--- config.mk ---
export PLATFORM = sky130hd
export DESIGN_NAME = urb_rx_buffer
export DESIGN_NICKNAME = d
export VERILOG_FILES = /design/src/verilog/urb_rx_buffer.v
export VERILOG_INCLUDE_DIRS = /design/src /design/src/verilog
export SDC_FILE = /design/constraint.sdc
export NUM_CORES = 1
export LEC_CHECK = 0
export BUFFER_PORTS_ARGS = -buffer_cell sky130_fd_sc_hd__buf_2
export CAP_MARGIN = 20
export CELL_PAD_IN_SITES_DETAIL_PLACEMENT = 0
export CELL_PAD_IN_SITES_GLOBAL_PLACEMENT = 1
export CORE_UTILIZATION = 33
export DETAILED_ROUTE_END_ITERATION = 7
export PLACE_DENSITY_LB_ADDON = 0.08
export SYNTH_ARGS = -nofsm -noshare
export SYNTH_HDL_FRONTEND = slang
export SYNTH_SLANG_ARGS = --single-unit
--- constraint.sdc ---
create_clock -name pclk -period 3.1 [get_ports pclk]
set_input_delay 0.155 -clock pclk [delete_from_list [all_inputs] [get_ports pclk]]
set_output_delay 0.155 -clock pclk [all_outputs]
set_load 0.02 [all_outputs]
--- src/verilog/urb_map.vh ---
`ifndef URB_MAP_VH
`define URB_MAP_VH

// Register byte offsets
`define URB_OFF_DATA 8'h00
`define URB_OFF_STATUS 8'h04
`define URB_OFF_CONTROL 8'h08
`define URB_OFF_FORMAT 8'h0C

// rx_status_reg fields
`define URB_ST_RXC 7
`define URB_ST_FE 4
`define URB_ST_DOR 3
`define URB_ST_PE 2

// rx_control_reg fields
`define URB_CT_IRQ_EN 7
`define URB_CT_RX_EN 4
`define URB_CT_RX9 1
`define URB_CT_TX9 0

// frame_format_reg fields
`define URB_FF_PAR_EN 5
`define URB_FF_PAR_ODD 4
`define URB_FF_STOP 3
`define URB_FF_CS_HI 2
`define URB_FF_CS_LO 0

// Reset values
`define URB_RST_CONTROL 8'h00
`define URB_RST_FORMAT 8'h06
`define URB_RST_CS 3'h6

// Character size code for nine-bit characters
`define URB_CS_NINE 3'h7

// Buffer entry layout
`define URB_EN_PE 11
`define URB_EN_DOR 10
`define URB_EN_FE 9
`define URB_EN_B8 8

`endif

--- src/verilog/urb_rx_buffer.v ---
// What this block does
// - Data read pops entry, flags follow next.
// - Complete flag set while buffer holds data.
// - Disable flushes buffer, clears complete flag.
// - Interrupt request while enabled and complete.
// - Every entry keeps its own error bits.
// - Status writes never alter error flags.
// - Error flags never request an interrupt.
// - Frame error means first stop sampled low.
// - Only first stop bit is checked.
// - Overrun when full, held, new start.
// - Overrun clears on successful buffer transfer.
// - Parity error reads zero when checking off.
// - Parity checked when enabled, odd/even selectable.
// - Parity result stored per entry until read.
// - Disable is immediate, reception in progress lost.
// - Disabled receiver releases the serial pin.
// - First stop bit moves frame into hold, then buffer when space.
// - Unused upper data bits read zero.
// - Enable hands serial pin to the receiver.
`timescale 1ns/100ps
`include "urb_map.vh"

module urb_rx_buffer #(
   parameter DEPTH = 2,
   parameter AW = 8
) (
   input wire pclk,
   input wire presetn,
   input wire psel,
   input wire penable,
   input wire pwrite,
   input wire [AW-1:0] paddr,
   input wire [31:0] pwdata,
   output reg [31:0] prdata,
   output reg pready,
   output reg pslverr,
   input wire serial_in_pin,
   output reg rx_pin_override,
   output reg rx_serial_out,
   input wire rx_start_seen,
   input wire rx_bit_strobe,
   input wire rx_bit_value,
   output reg rx_irq_req
);

   localparam ST_IDLE = 2'd0;
   localparam ST_DATA = 2'd1;
   localparam ST_PAR = 2'd2;
   localparam ST_STOP = 2'd3;

   // Data bits per character for a size code; reserved codes act as eight
   function [3:0] char_bits;
      input [2:0] cs;
      begin
         if (cs == `URB_CS_NINE)
            char_bits = 4'd9;
         else if (cs[2])
            char_bits = 4'd8;
         else
            char_bits = 4'd5 + {2'b00, cs[1:0]};
      end
   endfunction

   // Clears the bits above the character width
   function [8:0] mask_bits;
      input [8:0] d;
      input [3:0] n;
      integer i;
      begin
         for (i = 0; i < 9; i = i + 1)
            mask_bits[i] = d[i] & (i < n);
      end
   endfunction

   // Buffer storage; pointers and count are sized for two entries,
   // so a deeper buffer needs wider pointers and a wider count
   reg [11:0] mem_q [0:DEPTH-1];
   reg [0:0] wr_q;
   reg [0:0] rd_q;
   reg [1:0] cnt_q;

   // Receive sequencer and held frame
   reg [1:0] st_q;
   reg [3:0] bit_q;
   reg [8:0] sh_q;
   reg par_q;
   reg [10:0] hold_q;
   reg hold_v_q;
   reg dor_pend_q;

   // Software settings
   reg irq_en_q;
   reg rx_en_q;
   reg tx9_q;
   reg par_en_q;
   reg par_odd_q;
   reg stop_sel_q;
   reg [2:0] cs_q;

   // Pin synchroniser and read bookkeeping
   reg pin_s1_q;
   reg pin_s2_q;
   reg pop_pend_q;
   integer k;

   wire setup = psel & ~penable;
   // Writes and pops commit only on the access edge
   wire acc = psel & penable & pready;
   wire wr_en = acc & pwrite;
   wire [3:0] nbits = char_bits(cs_q);
   wire nine = (cs_q == `URB_CS_NINE);
   wire [11:0] head = mem_q[rd_q];
   wire not_empty = (cnt_q != 2'd0);
   wire full = (cnt_q == 2'd2);
   // Pop only if the value returned at setup came from a real entry
   wire pop = acc & ~pwrite & pop_pend_q & not_empty;
   wire push = hold_v_q & rx_en_q & (~full | pop);
   // The frame already held is the one dropped; the new start proceeds
   // overrun detection
   wire ovr = rx_en_q & rx_start_seen & (st_q == ST_IDLE) & hold_v_q & full & ~pop;
   // Counter runs from zero, so the last data bit is one below the size
   wire last_data = (bit_q == nbits - 4'd1);
   wire par_exp = (^mask_bits(sh_q, nbits)) ^ par_odd_q;
   // Bits above the character size are cleared before storage
   wire [8:0] frame = mask_bits(sh_q, nbits);

   // Pin sampled through two flops before use
   always @(posedge pclk or negedge presetn) begin
      if (!presetn) begin
         pin_s1_q <= 1'b1;
         pin_s2_q <= 1'b1;
      end else begin
         pin_s1_q <= serial_in_pin;
         pin_s2_q <= pin_s1_q;
      end
   end

   // Register file and APB response
   always @(posedge pclk or negedge presetn) begin
      if (!presetn) begin
         irq_en_q <= 1'b0;
         rx_en_q <= 1'b0;
         tx9_q <= 1'b0;
         par_en_q <= 1'b0;
         par_odd_q <= 1'b0;
         stop_sel_q <= 1'b0;
         cs_q <= `URB_RST_CS;
         prdata <= 32'h00000000;
         pready <= 1'b0;
         pslverr <= 1'b0;
         pop_pend_q <= 1'b0;
      end else begin
         // No wait states: pready is a one-cycle echo of the setup cycle
         pready <= setup;
         if (setup) begin
            pslverr <= 1'b0;
            prdata <= 32'h00000000;
            pop_pend_q <= 1'b0;
            case (paddr)
               `URB_OFF_DATA: begin
                  // An empty read returns zero and leaves the pointers alone
                  if (!pwrite && not_empty) begin
                     prdata[7:0] <= head[7:0];
                     pop_pend_q <= 1'b1;
                  end
               end
               `URB_OFF_STATUS: begin
                  prdata[`URB_ST_RXC] <= not_empty;
                  prdata[`URB_ST_FE] <= not_empty & head[`URB_EN_FE];
                  prdata[`URB_ST_DOR] <= not_empty & head[`URB_EN_DOR];
                  // parity error hidden when checking off
                  prdata[`URB_ST_PE] <= not_empty & head[`URB_EN_PE] & par_en_q;
               end
               `URB_OFF_CONTROL: begin
                  prdata[`URB_CT_IRQ_EN] <= irq_en_q;
                  prdata[`URB_CT_RX_EN] <= rx_en_q;
                  prdata[`URB_CT_RX9] <= not_empty & head[`URB_EN_B8];
                  prdata[`URB_CT_TX9] <= tx9_q;
               end
               `URB_OFF_FORMAT: begin
                  prdata[`URB_FF_PAR_EN] <= par_en_q;
                  prdata[`URB_FF_PAR_ODD] <= par_odd_q;
                  prdata[`URB_FF_STOP] <= stop_sel_q;
                  prdata[`URB_FF_CS_HI:`URB_FF_CS_LO] <= cs_q;
               end
               default: begin
                  pslverr <= 1'b1;
               end
            endcase
         end
         if (wr_en) begin
            case (paddr)
               `URB_OFF_CONTROL: begin
                  // Received ninth bit is read-only; only the transmit copy is stored
                  irq_en_q <= pwdata[`URB_CT_IRQ_EN];
                  rx_en_q <= pwdata[`URB_CT_RX_EN];
                  tx9_q <= pwdata[`URB_CT_TX9];
               end
               `URB_OFF_FORMAT: begin
                  par_en_q <= pwdata[`URB_FF_PAR_EN];
                  par_odd_q <= pwdata[`URB_FF_PAR_ODD];
                  stop_sel_q <= pwdata[`URB_FF_STOP];
                  cs_q <= pwdata[`URB_FF_CS_HI:`URB_FF_CS_LO];
               end
               // status and data writes change nothing here
               default: begin
                  pop_pend_q <= pop_pend_q;
               end
            endcase
         end
      end
   end

   // Receive shift register and frame sequencing
   always @(posedge pclk or negedge presetn) begin
      if (!presetn) begin
         st_q <= ST_IDLE;
         bit_q <= 4'd0;
         sh_q <= 9'h000;
         par_q <= 1'b0;
         hold_q <= 11'h000;
         hold_v_q <= 1'b0;
         dor_pend_q <= 1'b0;
      end else if (!rx_en_q) begin
         // Disable beats push, overrun and strobes in the same cycle
         // abandon reception at once
         st_q <= ST_IDLE;
         bit_q <= 4'd0;
         hold_v_q <= 1'b0;
         dor_pend_q <= 1'b0;
      end else begin
         if (push) begin
            hold_v_q <= 1'b0;
            dor_pend_q <= 1'b0;
         end
         if (ovr) begin
            hold_v_q <= 1'b0;
            dor_pend_q <= 1'b1;
         end
         case (st_q)
            ST_IDLE: begin
               if (rx_start_seen) begin
                  st_q <= ST_DATA;
                  bit_q <= 4'd0;
                  sh_q <= 9'h000;
               end
            end
            ST_DATA: begin
               // Bits arrive LSB first, each into its own position
               if (rx_bit_strobe) begin
                  sh_q[bit_q] <= rx_bit_value;
                  bit_q <= bit_q + 4'd1;
                  if (last_data)
                     st_q <= par_en_q ? ST_PAR : ST_STOP;
               end
            end
            ST_PAR: begin
               if (rx_bit_strobe) begin
                  par_q <= rx_bit_value;
                  st_q <= ST_STOP;
               end
            end
            ST_STOP: begin
               if (rx_bit_strobe) begin
                  st_q <= ST_IDLE;
                  hold_v_q <= 1'b1;
                  hold_q[7:0] <= frame[7:0];
                  // Ninth bit kept only in nine-bit mode, so narrow frames never set it
                  hold_q[`URB_EN_B8] <= nine & frame[8];
                  // stop sampled low marks frame error
                  hold_q[`URB_EN_FE] <= ~rx_bit_value;
                  hold_q[10] <= par_en_q & (par_q != par_exp);
               end
            end
            default: begin
               st_q <= ST_IDLE;
            end
         endcase
      end
   end

   // Two-entry receive buffer
   always @(posedge pclk or negedge presetn) begin
      if (!presetn) begin
         wr_q <= 1'b0;
         rd_q <= 1'b0;
         cnt_q <= 2'd0;
         for (k = 0; k < DEPTH; k = k + 1)
            mem_q[k] <= 12'h000;
      end else if (!rx_en_q) begin
         // Storage keeps stale words after a flush; the count alone says what is valid
         // flush on disable
         wr_q <= 1'b0;
         rd_q <= 1'b0;
         cnt_q <= 2'd0;
      end else begin
         if (push) begin
            mem_q[wr_q] <= {hold_q[10], dor_pend_q, hold_q[9:0]};
            wr_q <= ~wr_q;
         end
         if (pop)
            rd_q <= ~rd_q;
         if (push && !pop)
            cnt_q <= cnt_q + 2'd1;
         else if (pop && !push)
            cnt_q <= cnt_q - 2'd1;
      end
   end

   // Pin hand-over and interrupt request
   always @(posedge pclk or negedge presetn) begin
      if (!presetn) begin
         rx_pin_override <= 1'b0;
         rx_serial_out <= 1'b1;
         rx_irq_req <= 1'b0;
      end else begin
         // Output idles high while disabled so the recovery unit sees a quiet line
         // pin released while disabled
         rx_pin_override <= rx_en_q;
         rx_serial_out <= rx_en_q ? pin_s2_q : 1'b1;
         // level request from fill level only
         rx_irq_req <= irq_en_q & rx_en_q & not_empty;
      end
   end

endmodule
==> results.ini <==
[route]
ant_nets = 0
wl_met3_um = 376
drc_errors = 0
met1Wirelength_um = 4780
routedWlPerCell_um = 15.7
viasPerCell = 4.74
wl_met2_um = 4540
drt_iter0_markers = 141
routed_wl_um = 9800
highest_layer = met4
dr.pass1.iters = 4
vias = 2946

[synthesis]
yosys_warnings = 0
syn_inst = 409
ys_async_sr_fraction_pct = 100
netlist.area_leader.share_pct = 44.5
ys_seq_area_share_pct = 47.6
yosys.cell_count.top_type = dfrtp_1
ys_types = 52
syn_area_um2 = 4330
synthTopCellsByCount = dfrtp_1 (77), nand2_1 (50), buf_4 (27), o21ai_0 (27), mux2_2 (26)
ys.flop_type = dfrtp_1
synth_top_cell_by_area = dfrtp_1
synth.area.top_cells = dfrtp_1 (45%), mux2_2 (6.8%), mux2_1 (5.2%)
ys_ff_latch = 82
avgSynthCellArea_um2 = 10.6
synth_edf_count = 0

[global_routing]
antenna_found_initial = 0
grt_pass1_vias = 2975
track_usage_pct = 16.0
grt_remaining_overflow = 0
grt_pass1_wl_um = 16000
grt_max_degree = 83

[cells_and_area]
n_antenna_cell = 0
layout.nets = 506
layout-drive-gt1-share_pct = 20.9
final_area_um2 = 4930
synthToLayoutAreaGrowth_pct = 14.0

[die]
dieArea_um2 = 13600
rows = 41
die_h_um = 117
io_pins = 86
start_util_pct = 34.0
die_x_um = 117
core_um2 = 12700

[power_and_ir_drop]
netSwitchingPower_w = 0.000521
internal-power_w = 0.00175
clkPwrFrac_pct = 47.8
power_w = 0.00227
comb_power_share_pct = 4.6
leakagePower_nw = 2.28
netSwitchingFraction_pct = 23.0
seqPwrFrac_pct = 47.6
peakVddDrop_mv = 0.229
power_density_nw_per_um2 = 460

[critical_path]
crit_type = reg -> reg
cp_max_fo = 10
crit_start = cs_q[1]
crit_path_end_kind = flip-flop
crit_path_end = st_q[0]
worstReg2RegEnd = st_q[0]
crit_path_start_kind = flip-flop
critPathRequiredTime_ns = 3.33
arrival_ns = 2.89
reg2reg_from = cs_q[1]
regToRegSetupSlack_ns = 0.44
worstRegToRegCells = 9

[flow_run]
max_cap_violations = 0

[clock_network]
cts.sinks = 82
cts_tree = yes
cts_root_buffer = clkbuf_16
htree_num_levels = 3
numCtsBuffers = 9
cts.repair.resized = 0
path_clk_slew_ns = 0.06
clk_path_buf_depth = 2
clk_latency_ns = 0.34

[sta]
setup_slack_ns = 0.444
finalSetupTns_ns = 0
rsz0062_at_grt = no
fmax_mhz = 377
setup_violations = 0
min_period_ns = 2.66
relSlewSlack_pct = 40.5
hold_viol = 0
hold_slack_ns = 0.0240
fin_skew_ns = 0.00714
drv_slew = 0
worst_pin_slew_ns = 0.885
period_share_pct = 85.7

[worst_hold_path]
hp-class = in -> reg

[placement]
io_buffers = 36
gp_congestion = 0.743
dp_slack_ns = 0.444
place_hpwl_um = 6920
place_area_um2 = 4590

[outcome]
status = finished, final reports clean

[power groups by stage]
stage	clock (W)	combinational, W	sequential [W]
final	0.00108	0.000105	0.00108
after global routing	0.00117	0.000118	0.00108
after CTS	0.00113	0.000102	0.00108
after detailed placement	0	0.000101	0.00110
after global placement	0	0.000100	0.00110
after floorplan	0	0.0000706	0.00110
[metal layers]
layer / up-vias / GRT usage (%)
met5: - / 0
met4: 0 / 5.38
met3: 9 / 4.31
met2: 48 / 25.2
met1: 1432 / 21.3
li1: 1457 / -
[registers in the layout, indices dropped and copies added (netlist names), 2 cells and up]
signal  flops
hold_q     11
st_q        2
sh_q        9
bit_q       4
cnt_q       2
cs_q        3
mem_q      24
prdata      8
[metrics by stage]
stage,util (%),instances
floorplan,-,432
global placement,36.1,603
detailed placement,36.1,603
CTS,38.5,620
global route,38.8,622
finish,38.8,622
[worst min path at each step]
| stage | start | endpoint | depth (start not counted) |
|---|---|---|---|
| 2_1_floorplan | presetn | bit_q[0] | 0 |
| 5_1_grt | pwdata[2] | cs_q[2] | 3 |
| 4_1_cts | pwdata[2] | cs_q[2] | 3 |
| 6_report | pwdata[2] | cs_q[2] | 3 |
| 3_5_place_dp | serial_in_pin | pin_s1_q | 1 |
| 3_3_place_gp | serial_in_pin | pin_s1_q | 1 |
[cell usage in the layout, fill, tap and decap left out, drive strengths merged, types with 3 or more instances in the layout]
cell type / n
buf: 45
or3: 3
and3: 3
xnor2: 11
xor2: 5
conb: 24
clkbuf: 11
a22o: 11
nor2b: 9
mux2i: 3
dfstp: 5
nor3: 3
dfrtp: 77
o31ai: 14
ha: 12
nand2: 50
mux2: 46
a21oi: 5
nor2: 20
a22oi: 5
clkinv: 3
o21ai: 27
nand4: 3
inv: 10
nand2b: 5
nand3: 10
[what timing repair did]
| item | CTS | global route |
|---|---|---|
| hold buffers | 1 | 1 |
| buffers inserted | 0 | 0 |
| hold endpoints to repair | 1 | 17 |
[worst max-delay path, stage by stage (launching register included)]
cell and delay (ns):
dfstp_2 0.56, ha_1 0.34, o21ai_0 0.17, ha_1 0.24
xor3_1 0.20, a32oi_1 0.11, o22ai_1 0.19, a41oi_2 0.20
a2111o_1 0.36, and3_1 0.17
[layout make-up]
| class | instances | area (um^2) |
|---|---|---|
| Clock buffer | 11 | 243 |
| Clock inverter | 5 | 55.1 |
| Fill cell | 1302 | 7790 |
| Inverter | 11 | 41.3 |
| Multi-Input combinational cell | 294 | 2030 |
| Sequential cell | 82 | 2060 |
| Tap cell | 172 | 215 |
| Timing Repair Buffer | 47 | 290 |
[kinds of logic after synthesis]
logic type	Yosys count	share of synthesized area [%]
adders and majority gates	12	3.47
and+or+nand+nor	116	12.9
xor gates and xnor gates	17	3.79
muxes	49	12.7
buffers and inverters	56	7.55
DFF	82	47.6
other	1	0.0866
AOI/OAI and AO/OA	76	12.0
Note: power is estimated with default switching activity, not from simulation.
